**src/core/ccp_regs.vh**
```
// Purpose: constants for the clock-generator config-port bus controller
// Assumes: 40 MHz system clock
// Notes:   timing counts derived from fast-mode figures in ns
`ifndef CCP_REGS_VH
`define CCP_REGS_VH
`define CCP_CLK_NS        25
`define CCP_TLOW_NS       1300
`define CCP_THIGH_NS      600
`define CCP_TBUF_NS       1300
`define CCP_TLOW_CYC      ((`CCP_TLOW_NS + `CCP_CLK_NS - 1) / `CCP_CLK_NS)
`define CCP_THIGH_CYC     ((`CCP_THIGH_NS + `CCP_CLK_NS - 1) / `CCP_CLK_NS)
`define CCP_TBUF_CYC      ((`CCP_TBUF_NS + `CCP_CLK_NS - 1) / `CCP_CLK_NS)
`define CCP_TARGET_ADDR   7'h6a
`define CCP_CMD_WRITE     2'h0
`define CCP_CMD_SAVE      2'h1
`define CCP_CMD_RESTORE   2'h2
`define CCP_DIR_WRITE     1'b0
`define CCP_DIR_READ      1'b1
`define CCP_RETRY_MAX     8'hff
`endif

```
**src/core/ccp_host.v**
```verilog
// Purpose: bus controller driving the clock generator's config port
// Assumes: one pending request at a time; single controller on the bus
// Notes:   retries the whole frame after a refused address, up to RETRY_MAX times, then ends with error_o set
//
// Operation
// - Write frame: address+0, command xx00, pointer, data; all acked.
// - Before a non-sequential read, send pointer-only write frame.
// - After pointer frame, use repeated START straight into read.
// - Read frame: identification byte first, then data; NACK the last.
// - Save or restore: address byte plus command byte, then STOP.
// - Treat the bus as busy while save or restore runs.
// - Ready only when address is acknowledged; retry on NACK.
// - Every frame opens with START and closes with STOP.
// - First byte: 7-bit target address then direction bit.
// - Acknowledge is data low; not-acknowledge is data high.
// - Repeated START may replace STOP to keep the bus.
`timescale 1ns/1ps
`default_nettype none
`include "ccp_regs.vh"
module ccp_host #(
  parameter [7:0] RETRY_MAX = `CCP_RETRY_MAX
) (
  input  wire       ref_clk_i,
  input  wire       reset_i,
  input  wire       req_valid_i,
  input  wire [1:0] req_kind_i,
  input  wire [7:0] req_ptr_i,
  input  wire       req_set_ptr_i,
  input  wire [7:0] req_len_i,
  input  wire       wr_valid_i,
  input  wire [7:0] wr_data_i,
  input  wire       scl_i,
  input  wire       sda_i,
  output wire       req_ready_o,
  output wire       wr_ready_o,
  output reg        rd_valid_o,
  output reg  [7:0] rd_data_o,
  output reg        rd_id_o,
  output reg        busy_o,
  output reg        done_o,
  output reg        error_o,
  output wire       scl_o,
  output wire       scl_oe_o,
  output wire       sda_o,
  output wire       sda_oe_o
);
  // request kinds
  localparam [1:0] K_WRITE   = 2'h0;
  localparam [1:0] K_READ    = 2'h1;
  localparam [1:0] K_SAVE    = 2'h2;
  localparam [1:0] K_RESTORE = 2'h3;
  localparam [1:0] OP_START = 2'h0;
  localparam [1:0] OP_STOP  = 2'h1;
  localparam [1:0] OP_BYTE  = 2'h2;
  localparam [3:0] H_IDLE  = 4'h0;
  localparam [3:0] H_START = 4'h1;
  localparam [3:0] H_ADDR  = 4'h2;
  localparam [3:0] H_CMD   = 4'h3;
  localparam [3:0] H_PTR   = 4'h4;
  localparam [3:0] H_WDATA = 4'h5;
  localparam [3:0] H_RSTA  = 4'h6;
  localparam [3:0] H_RADDR = 4'h7;
  localparam [3:0] H_RDATA = 4'h8;
  localparam [3:0] H_STOP  = 4'h9;
  localparam [3:0] H_BUF   = 4'ha;
  localparam [3:0] H_WAIT  = 4'hb;
  localparam [31:0] TBUF_W = `CCP_TBUF_CYC;
  localparam [7:0]  TBUF   = TBUF_W[7:0];

  reg  [3:0] state_reg;
  reg  [3:0] after_stop_reg;
  reg  [1:0] kind_reg;
  reg  [7:0] ptr_reg;
  reg        set_ptr_reg;
  reg  [7:0] left_reg;
  reg  [7:0] retry_reg;
  reg  [7:0] buf_reg;
  reg        first_rd_reg;
  reg        issued_reg;
  reg        fail_reg;
  reg  [1:0] op_reg;
  reg  [7:0] tx_reg;
  reg        tx_ack_reg;
  reg        op_valid_reg;
  wire       op_ready;
  wire       op_done;
  wire [7:0] rx_byte;
  wire       rx_ack;

  function [7:0] addr_byte;
    input dir;
    begin
      addr_byte = {`CCP_TARGET_ADDR, dir};
    end
  endfunction

  function [7:0] cmd_byte;
    input [1:0] kind;
    begin
      // low bits select write, save or restore; 11 never sent
      case (kind)
        K_SAVE:    cmd_byte = {6'h00, `CCP_CMD_SAVE};
        K_RESTORE: cmd_byte = {6'h00, `CCP_CMD_RESTORE};
        default:   cmd_byte = {6'h00, `CCP_CMD_WRITE};
      endcase
    end
  endfunction

  assign req_ready_o = (state_reg == H_IDLE);
  assign wr_ready_o  = (state_reg == H_WDATA) && issued_reg && op_done;

  ccp_bit_engine u_bits (
    .ref_clk_i  (ref_clk_i),
    .reset_i    (reset_i),
    .op_i       (op_reg),
    .op_valid_i (op_valid_reg),
    .tx_byte_i  (tx_reg),
    .tx_ack_i   (tx_ack_reg),
    .scl_i      (scl_i),
    .sda_i      (sda_i),
    .op_ready_o (op_ready),
    .done_o     (op_done),
    .rx_byte_o  (rx_byte),
    .rx_ack_o   (rx_ack),
    .scl_o      (scl_o),
    .scl_oe_o   (scl_oe_o),
    .sda_o      (sda_o),
    .sda_oe_o   (sda_oe_o)
  );

  always @(posedge ref_clk_i) begin
    op_valid_reg <= 1'b0;
    rd_valid_o   <= 1'b0;
    done_o       <= 1'b0;
    if (reset_i) begin
      state_reg      <= H_IDLE;
      after_stop_reg <= H_IDLE;
      kind_reg       <= K_WRITE;
      ptr_reg        <= 8'h00;
      set_ptr_reg    <= 1'b0;
      left_reg       <= 8'h00;
      retry_reg      <= 8'h00;
      buf_reg        <= 8'h00;
      first_rd_reg   <= 1'b0;
      issued_reg     <= 1'b0;
      fail_reg       <= 1'b0;
      op_reg         <= OP_START;
      tx_reg         <= 8'hff;
      tx_ack_reg     <= 1'b1;
      rd_data_o      <= 8'h00;
      rd_id_o        <= 1'b0;
      busy_o         <= 1'b0;
      error_o        <= 1'b0;
    end else if (state_reg == H_IDLE) begin
      busy_o <= 1'b0;
      if (req_valid_i) begin
        kind_reg    <= req_kind_i;
        ptr_reg     <= req_ptr_i;
        set_ptr_reg <= req_set_ptr_i;
        left_reg    <= req_len_i;
        retry_reg   <= RETRY_MAX;
        fail_reg    <= 1'b0;
        error_o     <= 1'b0;
        busy_o      <= 1'b1;
        issued_reg  <= 1'b0;
        // reads without pointer load continue from the last register
        state_reg   <= (req_kind_i == K_READ && !req_set_ptr_i) ?
                       H_RSTA : H_START;
      end
    end else if (state_reg == H_BUF) begin
      // bus free time between stop and the next start
      if (buf_reg != 8'h00) begin
        buf_reg <= buf_reg - 8'h01;
      end else begin
        issued_reg <= 1'b0;
        busy_o     <= (after_stop_reg != H_IDLE);
        state_reg  <= after_stop_reg;
      end
    end else if (state_reg == H_WAIT) begin
      // retry the whole frame after a refused address
      retry_reg  <= retry_reg - 8'h01;
      issued_reg <= 1'b0;
      state_reg  <= (kind_reg == K_READ && !set_ptr_reg) ? H_RSTA : H_START;
    end else if (!issued_reg) begin
      // launch the bus operation of this state
      if (op_ready && !op_valid_reg) begin
        issued_reg   <= 1'b1;
        op_valid_reg <= 1'b1;
        tx_ack_reg   <= 1'b1;
        op_reg       <= OP_BYTE;
        case (state_reg)
          H_START, H_RSTA: op_reg <= OP_START;
          H_STOP:          op_reg <= OP_STOP;
          H_ADDR:  tx_reg <= addr_byte(`CCP_DIR_WRITE);
          H_RADDR: tx_reg <= addr_byte(`CCP_DIR_READ);
          H_CMD:   tx_reg <= cmd_byte(kind_reg);
          H_PTR:   tx_reg <= ptr_reg;
          H_WDATA: tx_reg <= wr_data_i;
          H_RDATA: begin
            tx_reg     <= 8'hff;
            // acknowledge all but the last byte
            tx_ack_reg <= (left_reg == {7'h00, !first_rd_reg});
          end
          default: op_reg <= OP_STOP;
        endcase
        if (state_reg == H_WDATA && !wr_valid_i) begin
          issued_reg   <= 1'b0;
          op_valid_reg <= 1'b0;
        end
      end
    end else if (op_done) begin
      issued_reg <= 1'b0;
      case (state_reg)
        H_START: state_reg <= H_ADDR;
        H_RSTA:  state_reg <= H_RADDR;
        H_ADDR, H_RADDR: begin
          if (rx_ack) begin
            // no acknowledge: target busy or absent; stop, then retry unless retry_reg is zero
            after_stop_reg <= (retry_reg == 8'h00) ? H_IDLE : H_WAIT;
            fail_reg       <= (retry_reg == 8'h00);
            state_reg      <= H_STOP;
          end else if (state_reg == H_RADDR) begin
            first_rd_reg <= 1'b1;
            state_reg    <= H_RDATA;
          end else begin
            state_reg <= H_CMD;
          end
        end
        H_CMD: begin
          if (kind_reg == K_SAVE || kind_reg == K_RESTORE) begin
            after_stop_reg <= H_IDLE;
            state_reg      <= H_STOP;
          end else begin
            state_reg <= H_PTR;
          end
        end
        H_PTR: begin
          if (kind_reg == K_READ)
            state_reg <= H_RSTA;
          else if (left_reg == 8'h00) begin
            after_stop_reg <= H_IDLE;
            state_reg      <= H_STOP;
          end else
            state_reg <= H_WDATA;
        end
        H_WDATA: begin
          left_reg <= left_reg - 8'h01;
          if (left_reg == 8'h01 || rx_ack) begin
            fail_reg       <= rx_ack;
            after_stop_reg <= H_IDLE;
            state_reg      <= H_STOP;
          end
        end
        H_RDATA: begin
          rd_valid_o   <= 1'b1;
          rd_data_o    <= rx_byte;
          rd_id_o      <= first_rd_reg;
          first_rd_reg <= 1'b0;
          if (!first_rd_reg)
            left_reg <= left_reg - 8'h01;
          if ((!first_rd_reg && left_reg == 8'h01) ||
              (first_rd_reg && left_reg == 8'h00)) begin
            after_stop_reg <= H_IDLE;
            state_reg      <= H_STOP;
          end
        end
        H_STOP: begin
          buf_reg   <= TBUF;
          state_reg <= H_BUF;
          if (after_stop_reg == H_IDLE) begin
            done_o  <= 1'b1;
            error_o <= fail_reg;
          end
        end
        default: state_reg <= H_IDLE;
      endcase
    end
  end
endmodule
`default_nettype wire

```
**src/core/ccp_bit_engine.v**
```verilog
// Purpose: bit-level engine: start, stop, one byte plus acknowledge
// Assumes: open-drain lines, enable high pulls the line low
// Notes:   samples both lines through two flip-flops; waits on stretch
`timescale 1ns/1ps
`default_nettype none
`include "ccp_regs.vh"
module ccp_bit_engine (
  input  wire       ref_clk_i,
  input  wire       reset_i,
  input  wire [1:0] op_i,
  input  wire       op_valid_i,
  input  wire [7:0] tx_byte_i,
  input  wire       tx_ack_i,
  input  wire       scl_i,
  input  wire       sda_i,
  output wire       op_ready_o,
  output reg        done_o,
  output reg  [7:0] rx_byte_o,
  output reg        rx_ack_o,
  output wire       scl_o,
  output wire       scl_oe_o,
  output wire       sda_o,
  output wire       sda_oe_o
);
  localparam [1:0] OP_START = 2'h0;
  localparam [1:0] OP_STOP  = 2'h1;
  localparam [1:0] OP_BYTE  = 2'h2;
  localparam [2:0] S_IDLE = 3'h0;
  localparam [2:0] S_LOW  = 3'h1;
  localparam [2:0] S_RISE = 3'h2;
  localparam [2:0] S_HIGH = 3'h3;
  localparam [2:0] S_STA  = 3'h4;
  localparam [2:0] S_STO  = 3'h5;
  localparam [31:0] TLOW_W  = `CCP_TLOW_CYC;
  localparam [31:0] THIGH_W = `CCP_THIGH_CYC;
  localparam [7:0]  TLOW    = TLOW_W[7:0];
  localparam [7:0]  THIGH   = THIGH_W[7:0];
  reg [2:0] state_reg;
  reg [7:0] cnt_reg;
  reg [3:0] bit_reg;
  reg [8:0] sh_reg;
  reg [1:0] op_reg;
  reg       scl_low_reg;
  reg       sda_low_reg;
  reg [1:0] scl_sync_reg;
  reg [1:0] sda_sync_reg;
  wire      scl_s = scl_sync_reg[1];
  wire      sda_s = sda_sync_reg[1];
  assign op_ready_o = (state_reg == S_IDLE);
  assign scl_o    = 1'b0;
  assign sda_o    = 1'b0;
  assign scl_oe_o = scl_low_reg;
  assign sda_oe_o = sda_low_reg;
  always @(posedge ref_clk_i) begin
    scl_sync_reg <= {scl_sync_reg[0], scl_i};
    sda_sync_reg <= {sda_sync_reg[0], sda_i};
    done_o <= 1'b0;
    if (reset_i) begin
      state_reg   <= S_IDLE;
      cnt_reg     <= 8'h00;
      bit_reg     <= 4'h0;
      sh_reg      <= 9'h1ff;
      op_reg      <= OP_START;
      scl_low_reg <= 1'b0;
      sda_low_reg <= 1'b0;
      rx_byte_o   <= 8'h00;
      rx_ack_o    <= 1'b1;
    end else begin
      case (state_reg)
        S_IDLE: begin
          if (op_valid_i) begin
            op_reg  <= op_i;
            cnt_reg <= TLOW;
            bit_reg <= 4'h0;
            sh_reg  <= {tx_byte_i, tx_ack_i};
            if (op_i == OP_BYTE) begin
              scl_low_reg <= 1'b1;
              state_reg   <= S_LOW;
            end else if (op_i == OP_START) begin
              // release both (repeated start case) then pull data low
              sda_low_reg <= 1'b0;
              state_reg   <= S_LOW;
            end else begin
              sda_low_reg <= 1'b1;
              state_reg   <= S_LOW;
            end
          end
        end
        S_LOW: begin
          if (op_reg == OP_BYTE && cnt_reg == TLOW)
            sda_low_reg <= ~sh_reg[8];
          if (cnt_reg != 8'h00) begin
            cnt_reg <= cnt_reg - 8'h01;
          end else begin
            scl_low_reg <= 1'b0;
            state_reg   <= S_RISE;
          end
        end
        S_RISE: begin
          if (scl_s) begin
            cnt_reg   <= THIGH;
            state_reg <= (op_reg == OP_BYTE) ? S_HIGH :
                         (op_reg == OP_START) ? S_STA : S_STO;
          end
        end
        S_HIGH: begin
          if (cnt_reg != 8'h00) begin
            cnt_reg <= cnt_reg - 8'h01;
          end else begin
            sh_reg      <= {sh_reg[7:0], sda_s};
            scl_low_reg <= 1'b1;
            cnt_reg     <= TLOW;
            if (bit_reg == 4'h8) begin
              rx_byte_o   <= sh_reg[7:0];
              rx_ack_o    <= sda_s;
              // data held past the clock fall; next op moves it
              done_o      <= 1'b1;
              state_reg   <= S_IDLE;
            end else begin
              bit_reg   <= bit_reg + 4'h1;
              state_reg <= S_LOW;
            end
          end
        end
        S_STA: begin
          if (cnt_reg != 8'h00) begin
            cnt_reg <= cnt_reg - 8'h01;
          end else if (!sda_low_reg) begin
            sda_low_reg <= 1'b1;
            cnt_reg     <= THIGH;
          end else begin
            scl_low_reg <= 1'b1;
            done_o      <= 1'b1;
            state_reg   <= S_IDLE;
          end
        end
        S_STO: begin
          if (cnt_reg != 8'h00) begin
            cnt_reg <= cnt_reg - 8'h01;
          end else begin
            sda_low_reg <= 1'b0;
            done_o      <= 1'b1;
            state_reg   <= S_IDLE;
          end
        end
        default: state_reg <= S_IDLE;
      endcase
    end
  end
endmodule
`default_nettype wire

```
**config.mk**
```make
export PLATFORM = sky130hd
export DESIGN_NAME = ccp_host
export DESIGN_NICKNAME = d
export VERILOG_FILES = /design/src/core/ccp_host.v /design/src/core/ccp_bit_engine.v
export VERILOG_INCLUDE_DIRS = /design/src /design/src/core
export SDC_FILE = /design/constraint.sdc
export NUM_CORES = 1
export LEC_CHECK = 0
export ABC_AREA = 1
export BUFFER_PORTS_ARGS = -buffer_cell sky130_fd_sc_hd__clkbuf_2
export CAP_MARGIN = 20
export CORE_UTILIZATION = 54
export DETAILED_ROUTE_END_ITERATION = 10
export GPL_TIMING_DRIVEN = 0
export PLACE_DENSITY = 0.76
export SETUP_SLACK_MARGIN = 0.02
export SLEW_MARGIN = 15
export SYNTH_ARGS = -nofsm -noshare
export SYNTH_HDL_FRONTEND = slang
export SYNTH_SLANG_ARGS = --single-unit
```
**constraint.sdc**
```tcl
create_clock -name ref_clk_i -period 1.5 [get_ports ref_clk_i]
set_input_delay 0.3 -clock ref_clk_i [delete_from_list [all_inputs] [get_ports ref_clk_i]]
set_output_delay 0.3 -clock ref_clk_i [all_outputs]
set_load 0.05 [all_outputs]
```
==> flow_summary.ini, run 1 <==
[run_status]
status = complete, but fails checks
violations = setup timing

[worst_setup_path]
slowest_stage = o21ai_0
startpoint_type = flop
cpLargestDelayFamily = compound AO/OA/AOI/OAI gates
required_ns = 1.82
crit_path_end_kind = flop
cp.arrival_ns = 2.35
worst-path-buf-inv = 1
cp_max_fo = 6
path_class = flop to flop
slowest_delay_ns = 0.60
path_cells = buf_8 > nor2_4 > nand2_4 > o21ai_0 > nor2_1 > o21ai_1 > nand2_1 > nand2_1 > nor2_1

[finish]
largest_reg_flops = 9
stdcell_area_mm2 = 0.00848
antennaDiodeCount = 0
n_fill_cell = 581
layout-drive-gt1-share_pct = 42.0
layout_commonest_cell = nand2_1
nNetsFinal = 1050
final_cell_mix = nand2_1 (133), dfxtp_1 (91), nor2_1 (78)
area_growth_pct = 48.2

[synth]
ys_warn_count = 0
synth_edf_count = 0
ys_ff_latch = 110
ys_types = 38
synth_flop_cell = dfxtp_1
synth_top_area_share_pct = 38.5
synth.yosys.seq_area_share_pct = 38.5
synth_area_leaders = dfxtp_1 (38%), nand2_1 (13%), nor2_1 (7.9%), o21ai_0 (7.2%), a21oi_1 (6.8%)
netlist_area_mm2 = 0.00572
synthesis.instances = 858
syn_avg_cell_area_um2 = 6.67
ys_async_sr_fraction_pct = 0
synth_top_area_cell = dfxtp_1

[timing]
hold_ws_ns = 0.0933
finalHoldViolCount = 0
finalSetupViolations = 81
finClkSkew_ns = 0.0155
rsz0062_at_grt = yes
worst_pin_slew_ns = 0.969
max-slew-margin-rel_pct = 35.4
max_freq_mhz = 493
layout_setup_ws_ns = -0.529
period_minus_slack_ns = 2.03
finalMaxSlewViolations = 0
final.period_utilization_pct = 135

[clocking]
cts.clk_slew.worst_paths_ns = 0.12
tritoncts = built
clockBufferDepth = 2
root_buffer = clkbuf_8
h-tree-depth = 3
clk_latency_ns = 0.42
cts_made_buffers = 9
clock_sinks = 110

[placed_design]
dpl-instance-area_mm2 = 0.00616
port_buffers = 48
dp_slack_ns = -0.430
gp_congestion = 0.963
hpwl_um = 11100

[job]
cap_viol_max_count = 0

[routing]
drtIter0Drc = 968
route.detailed.drc = 0
num_vias = 7085
wire_per_inst_um = 19.9
wirelength_um = 22800
dr.pass1.iters = 7
viasPerCell = 6.17
postRouteAntennaNets = 0

[global_route]
grt_pass1_vias = 6030
grt_max_degree = 22
antenna_found_initial = 0
grt_usage_pct = 33.1
grt_pass1_wl_um = 29000
grt_overflow = 0

[die]
dieArea_mm2 = 0.0110
die_h_um = 105
initial_core_util_pct = 55.4
ios = 52
core-area_mm2 = 0.0103
dieWidth_um = 105
fp-row-count = 37

[power]
leakagePower_nw = 3.72
max-vdd-ir-drop_mv = 1.69
p_per_area_mw_per_mm2 = 2270

[hold_path]
hold_class = primary input to flop
-- synthesized netlist by cell type, types with 2 or more instances --
master	count
a211oi_1	2
a21oi_1	78
a221oi_1	2
a31oi_1	5
buf_2	8
buf_4	3
buf_6	2
clkbuf_1	14
clkinv_1	2
dfxtp_1	110
ha_1	10
inv_1	87
inv_2	5
nand2_1	193
nand2_2	3
nand3_1	41
nand4_1	15
nor2_1	121
nor2_2	4
nor2_4	3
nor3_1	7
o211ai_1	21
o21ai_0	82
o21ai_1	5
o21bai_1	2
o31ai_1	3
or2_2	8
xnor2_1	3
xor2_1	10
-- worst min-delay path, stage by stage --
cell	delay, ns
clkbuf_2	0.08
nand2_1	0.05
a21oi_1	0.05
-- timing repair --
action,4_1_cts,5_1_grt
gates cloned,4,1
pin swaps,69,72
setup endpoints to repair,104,99
resized for setup,203,242
hold buffers,2,0
buffers inserted,47,36
hold endpoints to repair,2,0
-- metrics by stage --
step,power (mW),util (%),TNS [ns],instances
4_1_cts,15.2,71.3,-3.20,1111
3_5_place_dp,10.7,59.7,-26.11,1043
5_1_grt,20.2,82.2,-15.02,1148
6_report,19.2,82.2,-11.50,1148
3_3_place_gp,10.7,59.7,-26.98,1043
2_1_floorplan,9.21,-,0,859
-- final cells by class --
type                            instances  area, um2  area share [%]
Sequential cell                       110       2250            26.5
Tap cell                              136        170            2.01
Clock buffer                            9        124            1.46
Inverter                               94        410            4.84
Clock inverter                          7        101            1.19
Timing Repair Buffer                  137       1070            12.6
Buffer                                 27        211            2.49
Multi-Input combinational cell        628       4150            48.9
-- metal layers --
layer  track usage [%]  wire length, um
met1              42.3             8660
met5                 0                0
met3              7.17             2140
met4              17.6             1570
met2              52.4            10400
-- logic make-up after synthesis --
group	count (synthesis)	share of synthesized area, %
AOI/OAI and AO/OA	203	19.4
and+or+nand+nor	399	29.2
DFF	110	38.5
buffers and inverters	122	8.63
xor gates and xnor gates	13	1.99
other	1	0.0655
adders and majority gates	10	2.19
-- path summary, 6_finish.rpt --
path                            slack, ns                              from  cells past startpoint                              to
worst max-delay path                -0.53  u_bits.state_reg[1]$_SDFFE_PP0P_                      9    u_bits.sda_oe_o$_SDFFE_PP0P_
worst min-delay path                 0.09                      req_ptr_i[5]                      3         ptr_reg[5]$_SDFFE_PP0P_
worst max register to register      -0.53  u_bits.state_reg[1]$_SDFFE_PP0P_                      9    u_bits.sda_oe_o$_SDFFE_PP0P_
worst min register to register       0.34    u_bits.sda_sync_reg[0]$_DFF_P_                      0  u_bits.sda_sync_reg[1]$_DFF_P_
-- power breakdown --
part           total, mW  internal (mW)  switching, mW
Sequential          4.50           3.70          0.801
Combinational       12.7           4.95           7.72
Clock               2.08          0.833           1.25
Power figures use the tool's default switching activity.
==> inputs of run 2 (changes only) <==
--- a/config.mk
+++ b/config.mk
@@ -10,6 +10,7 @@
 export BUFFER_PORTS_ARGS = -buffer_cell sky130_fd_sc_hd__clkbuf_2
 export CAP_MARGIN = 20
 export CORE_UTILIZATION = 54
+export CTS_CLUSTER_DIAMETER = 120
 export DETAILED_ROUTE_END_ITERATION = 10
 export GPL_TIMING_DRIVEN = 0
 export PLACE_DENSITY = 0.76
@@ -17,4 +18,5 @@
 export SLEW_MARGIN = 15
 export SYNTH_ARGS = -nofsm -noshare
 export SYNTH_HDL_FRONTEND = slang
+export SYNTH_HIERARCHICAL = 1
 export SYNTH_SLANG_ARGS = --single-unit
==> flow_summary.ini, run 2 <==
[run_status]
status = complete, but fails checks
violations = setup timing

[finish]
layout_commonest_cell = nand2_1
layout-drive-gt1-share_pct = 35.7
largest_reg_flops = 9
antennaDiodeCount = 0
nNetsFinal = 1030
area_growth_pct = 34.9
post-route-util_pct = 76.0
final_cell_mix = nand2_1 (136), nor2_1 (98), dfxtp_1 (92)
n_fill_cell = 775

[timing]
period_minus_slack_ns = 1.68
rsz0062_at_grt = yes
layout_setup_ws_ns = -0.177
max-slew-margin-rel_pct = 49.7
finalMaxSlewViolations = 0
finalHoldViolCount = 0
worst_pin_slew_ns = 0.754
max_freq_mhz = 596
hold_ws_ns = 0.117
finClkSkew_ns = 0.0154
finalSetupViolations = 68
final.period_utilization_pct = 112

[global_route]
antenna_found_initial = 0
grt_usage_pct = 31.7
grt_pass1_wl_um = 28200
grt_pass1_vias = 5846
grt_max_degree = 20
grt_overflow = 0

[routing]
drtIter0Drc = 495
postRouteAntennaNets = 0
wirelength_um = 19000
dr.pass1.iters = 6
route.detailed.drc = 0
viasPerCell = 5.71
num_vias = 6436
wire_per_inst_um = 16.8

[synth]
synth_edf_count = 0
synth.yosys.seq_area_share_pct = 37.3
synth_flop_cell = dfxtp_1
netlist_area_mm2 = 0.00590
synth_top_area_cell = dfxtp_1
synth_commonest_cells = nand2_1 (168), nor2_1 (132), dfxtp_1 (110), o21ai_0 (81), inv_1 (76)
ys_types = 44
ys_ff_latch = 110
synth_most_common_cell = nand2_1
syn_avg_cell_area_um2 = 6.92
synth_top_area_share_pct = 37.3
synth_area_leaders = dfxtp_1 (37%), nand2_1 (11%), nor2_1 (8.4%), o21ai_0 (6.9%), a21oi_1 (5.9%)
synthesis.instances = 853
ys_async_sr_fraction_pct = 0
ys_warn_count = 6

[clocking]
cts.clk_slew.worst_paths_ns = 0.11
h-tree-depth = 3
root_buffer = clkbuf_8
tritoncts = built
clk_latency_ns = 0.41
clock_sinks = 110
cts_made_buffers = 9
clockBufferDepth = 2

[placed_design]
gp_congestion = 0.953
hpwl_um = 11200
port_buffers = 49

[worst_setup_path]
cp.arrival_ns = 1.38
cp_max_fo = 5
slowest_stage = dfxtp_4
crit_path_end_kind = output pin
path_class = flop to output pin
required_ns = 1.20
slowest_delay_ns = 0.39
path_cells = nor2_4 > nand2_4 > inv_8 > buf_8 > clkbuf_16
startpoint_type = flop

[power]
leakagePower_nw = 3.55
p_per_area_mw_per_mm2 = 2050
max-vdd-ir-drop_mv = 1.41

[die]
core-area_mm2 = 0.0105
die_h_um = 107
fp-row-count = 37
dieArea_mm2 = 0.0113
ios = 52
dieWidth_um = 107
initial_core_util_pct = 56.4

[hold_path]
hold_class = primary input to flop

[job]
cap_viol_max_count = 0
## run 2: worst max-delay path, delay by kind of cell (launching register included)
kind | cells | cell delay (ns)
DFF | 1 | 0.39
buffers and inverters | 3 | 0.33
and+or+nand+nor | 2 | 0.25
## run 2: layout make-up
class                           count  area (um2)  area share [%]
Buffer                             20         148            1.86
Clock buffer                       10         138            1.73
Clock inverter                      6        97.6            1.23
Inverter                           94         388            4.87
Multi-Input combinational cell    632        3880            48.7
Sequential cell                   110        2250            28.2
Tap cell                          136         170            2.14
Timing Repair Buffer              119         886            11.1
Timing Repair inverter              1        5.00          0.0629
## run 2: routing by layer
metal | vias up | global-route usage [%] | wire [um]
met5 | - | 0 | 0
met4 | 0 | 18.2 | 1040
met3 | 94 | 5.58 | 1080
met2 | 281 | 55.4 | 9350
met1 | 2990 | 36.3 | 7530
li1 | 3071 | - | -
## run 2: cells by family after synthesis
| family | Yosys count | synth area share, % |
|---|---|---|
| AOI/OAI and AO/OA | 195 | 18.5 |
| adders and majority gates | 10 | 2.12 |
| buffers and inverters | 115 | 8.17 |
| xor gates and xnor gates | 17 | 2.52 |
| and+or+nand+nor | 404 | 31.2 |
| other | 1 | 0.0636 |
| muxes | 1 | 0.170 |
| DFF | 110 | 37.3 |
## run 2: report_power, final
| part | switching, mW | internal [mW] | total (mW) | leakage, nW |
|---|---|---|---|---|
| Sequential | 0.632 | 3.67 | 4.30 | 0.909 |
| Clock | 1.11 | 1.02 | 2.13 | 0.120 |
| Combinational | 5.99 | 3.91 | 9.90 | 2.52 |
| Total | 7.73 | 8.60 | 16.3 | 3.55 |
## run 2: metrics by stage
stage | TNS (ns) | power, mW | cell area, um2 | setup slack, ns | std cells
after floorplan | 0 | 9.00 | 5920 | 0.00460 | 854
after global placement | -14.15 | 10.3 | 6330 | -0.297 | 1039
after detailed placement | -15.08 | 10.4 | 6330 | -0.301 | 1039
after CTS | -3.90 | 14.5 | 7440 | -0.154 | 1106
after global routing | -9.77 | 17.2 | 7960 | -0.219 | 1128
final | -4.36 | 16.3 | 7960 | -0.177 | 1128
## run 2: final timing paths
path | from | end | slack [ns] | depth (start not counted)
worst max register to register | u_bits/cnt_reg[0]$_SDFFE_PP0P_ | u_bits/cnt_reg[2]$_SDFFE_PP0P_ | -0.16 | 11
worst min register to register | u_bits/scl_sync_reg[0]$_DFF_P_ | u_bits/scl_sync_reg[1]$_DFF_P_ | 0.34 | 0
worst max-delay path | state_reg[1]$_SDFFE_PP0P_ | req_ready_o | -0.18 | 5
worst min-delay path | req_ptr_i[3] | ptr_reg[3]$_SDFFE_PP0P_ | 0.12 | 3
## run 2: timing repair
item | in CTS | in global routing
endpoints found under the hold margin | 2 | 0
gates cloned | 5 | 2
pin swaps | 41 | 45
gates resized for setup | 152 | 120
endpoints found under the setup margin | 104 | 99
hold buffers | 2 | 0
buffers inserted | 44 | 22
==> inputs of run 3 (changes only) <==
--- a/config.mk
+++ b/config.mk
@@ -6,14 +6,13 @@
 export SDC_FILE = /design/constraint.sdc
 export NUM_CORES = 1
 export LEC_CHECK = 0
-export ABC_AREA = 1
-export BUFFER_PORTS_ARGS = -buffer_cell sky130_fd_sc_hd__clkbuf_2
+export BUFFER_PORTS_ARGS = -buffer_cell sky130_fd_sc_hd__buf_4
 export CAP_MARGIN = 20
-export CORE_UTILIZATION = 54
+export CORE_UTILIZATION = 55
 export CTS_CLUSTER_DIAMETER = 120
 export DETAILED_ROUTE_END_ITERATION = 10
 export GPL_TIMING_DRIVEN = 0
-export PLACE_DENSITY = 0.76
+export PLACE_DENSITY = 0.75
 export SETUP_SLACK_MARGIN = 0.02
 export SLEW_MARGIN = 15
 export SYNTH_ARGS = -nofsm -noshare
==> constraint.sdc (replaced) <==
create_clock -name ref_clk_i -period 1.93 [get_ports ref_clk_i]
set_input_delay 0.386 -clock ref_clk_i [delete_from_list [all_inputs] [get_ports ref_clk_i]]
set_output_delay 0.386 -clock ref_clk_i [all_outputs]
set_load 0.05 [all_outputs]
==> flow_summary.ini, run 3 <==
[global_route]
grt_max_degree = 21
antenna_found_initial = 0
grt_overflow = 0
grt_usage_pct = 30.5
grt_pass1_vias = 5384
grt_pass1_wl_um = 26700

[synth]
synth_top_area_cell = dfxtp_1
syn_avg_cell_area_um2 = 7.74
synth.yosys.seq_area_share_pct = 37.8
synth_top_family_by_area = simple AND/OR/NAND/NOR gates
ys_warn_count = 6
synth_flop_cell = dfxtp_1
netlist_area_mm2 = 0.00583
synth_most_common_cell = nand2_1
synth_commonest_cells = nand2_1 (117), dfxtp_1 (110), a21oi_1 (81), nor2_1 (81), o21ai_0 (32)
ys_async_sr_fraction_pct = 0
synth_top_area_share_pct = 37.8
synth-xor-area-share_pct = 2.10
ys_types = 80
synth_compound_area_share_pct = 23.1
synthMuxAreaShare_pct = 1.61
synthesis.instances = 753
synth_simple_gate_area_share_pct = 27.6
synth_area_leaders = dfxtp_1 (38%), nand2_1 (7.5%), a21oi_1 (7.0%), nor2_1 (5.2%), o21ai_0 (2.7%)
synthAdderAreaFrac_pct = 2.32
synth_edf_count = 0
ys_ff_latch = 110

[die]
ios = 52
die_h_um = 105
dieArea_mm2 = 0.0110
initial_core_util_pct = 56.5
dieWidth_um = 105
core-area_mm2 = 0.0103
fp-row-count = 37

[finish]
largest_reg_flops = 9
nNetsFinal = 884
antennaDiodeCount = 0
post-route-util_pct = 70.9
final_cell_mix = nand2_1 (113), dfxtp_1 (97), buf_4 (79)
layout_commonest_cell = nand2_1
final_cells = 982
area_growth_pct = 25.6
layout-drive-gt1-share_pct = 24.9

[routing]
postRouteAntennaNets = 0
dr.pass1.iters = 5
route.detailed.drc = 0
viasPerCell = 6.11
drtIter0Drc = 531
wire_per_inst_um = 18.0
num_vias = 6002
wirelength_um = 17600

[timing]
finClkSkew_ns = 0.0240
hold_ws_ns = 0.0799
finalHoldViolCount = 0
rsz0062_at_grt = yes
finalMaxSlewViolations = 0
max_freq_mhz = 519
final.period_utilization_pct = 99.9
finalSetupViolations = 0
period_minus_slack_ns = 1.93
worst_pin_slew_ns = 0.830
max-slew-margin-rel_pct = 44.7

[power]
max-vdd-ir-drop_mv = 1.02
leakagePower_nw = 2.78
p_per_area_mw_per_mm2 = 1480

[worst_setup_path]
startpoint_type = flop
cpLargestDelayFamily = compound AO/OA/AOI/OAI gates
slowest_stage = or3_4
required_ns = 2.21
cp.arrival_ns = 2.20
path_cells = or3_4 > a21oi_4 > o221a_4 > nand2_2 > a211oi_2 > nor3_1
worst-path-buf-inv = 0
crit_path_end_kind = flop
slowest_delay_ns = 0.43
path_class = flop to flop
cp_max_fo = 7

[clocking]
h-tree-depth = 3
root_buffer = clkbuf_8
tritoncts = built
clockBufferDepth = 2
clk_latency_ns = 0.41
cts_made_buffers = 9
cts.clk_slew.worst_paths_ns = 0.11
clock_sinks = 110

[placed_design]
port_buffers = 48
gp_congestion = 0.970
hpwl_um = 11600
placed_cells = 938

[run_status]
status = completed

[hold_path]
hold_class = primary input to flop

[job]
cap_viol_max_count = 0
-- run 3: changes by cell type in the layout (fill, tap and decap cells not counted), moves of 19 or more --
cell and change:
inv_1 -47, clkbuf_2 -44, nor2_4 -31, o21ai_0 -31, buf_4 +24, a21oi_1 +23, nand2_1 -23, nand2_2 -23
nor2_1 -21, nor2_2 -20, nor3_1 +19, o211ai_1 -19
-- run 3: power by group --
group / switching, mW / leakage (nW) / internal [mW]
logic: 3.44 / 1.77 / 2.58
clock network: 0.896 / 0.108 / 0.638
registers: 0.562 / 0.903 / 2.75
-- run 3: path summary, 6_finish.rpt --
path / cells past startpoint / slack [ns] / end / start
max: 6 / 0.002 / state_reg[0]$_SDFFE_PP0P_ / state_reg[0]$_SDFFE_PP0P_
min: 1 / 0.08 / u_bits/sda_sync_reg[0]$_DFF_P_ / sda_i
max reg2reg: 6 / 0.002 / state_reg[0]$_SDFFE_PP0P_ / state_reg[0]$_SDFFE_PP0P_
min reg2reg: 0 / 0.34 / u_bits/scl_sync_reg[1]$_DFF_P_ / u_bits/scl_sync_reg[0]$_DFF_P_
-- run 3: metrics by stage --
step	power [mW]	TNS (ns)	setup WS, ns	cell area (um2)
after floorplan	6.59	0	0.0681	5840
after global placement	7.64	-14.27	-0.354	6370
after detailed placement	7.74	-16.16	-0.388	6370
after CTS	9.87	-0.106	-0.0799	6870
after global routing	11.5	-0.117	-0.0516	7320
final	10.9	0	0.00231	7320
-- run 3: cells by family (layout without fill, tap and decap cells) --
group                    count (synthesis)  in the layout
AND/OR/NAND/NOR                        328            328
AO/OA/AOI/OAI                          211            211
flip-flops                             110            110
buffers and inverters                   69            161
XOR/XNOR                                14             14
adder cells (fa/ha/maj)                 11             11
multiplexers                             9              9
other                                    1              2
-- run 3: worst register-to-register path: stages (launching register included) --
cell and delay [ns]:
dfxtp_4 0.41, or3_4 0.43, a21oi_4 0.22, o221a_4 0.25, nand2_2 0.14, a211oi_2 0.27
nor3_1 0.09
-- run 3: final cells by class --
class,instances,area (um2)
Multi-Input combinational cell,575,3690
Clock buffer,10,128
Inverter,20,88.8
Sequential cell,110,2230
Tap cell,136,170
Fill cell,857,3000
Clock inverter,6,86.3
Buffer,47,303
Timing Repair Buffer,78,628
-- run 3: per-layer routing --
| metal | vias up | wire length (um) | GRT usage [%] | share of wire, % |
|---|---|---|---|---|
| li1 | 2860 | - | - | - |
| met4 | 0 | 516 | 13.7 | 2.9 |
| met2 | 262 | 8730 | 52.0 | 49 |
| met1 | 2820 | 7180 | 37.3 | 41 |
| met3 | 60 | 1210 | 5.68 | 6.9 |
| met5 | - | 0 | 0 | 0 |
-- run 3: repair_timing --
item / in CTS / in global routing
gates resized for setup: 62 / 86
endpoints found under the setup margin: 91 / 70
gates cloned: 0 / 3
setup buffers: 7 / 20
hold buffers: 0 / 0
pin swaps: 8 / 20
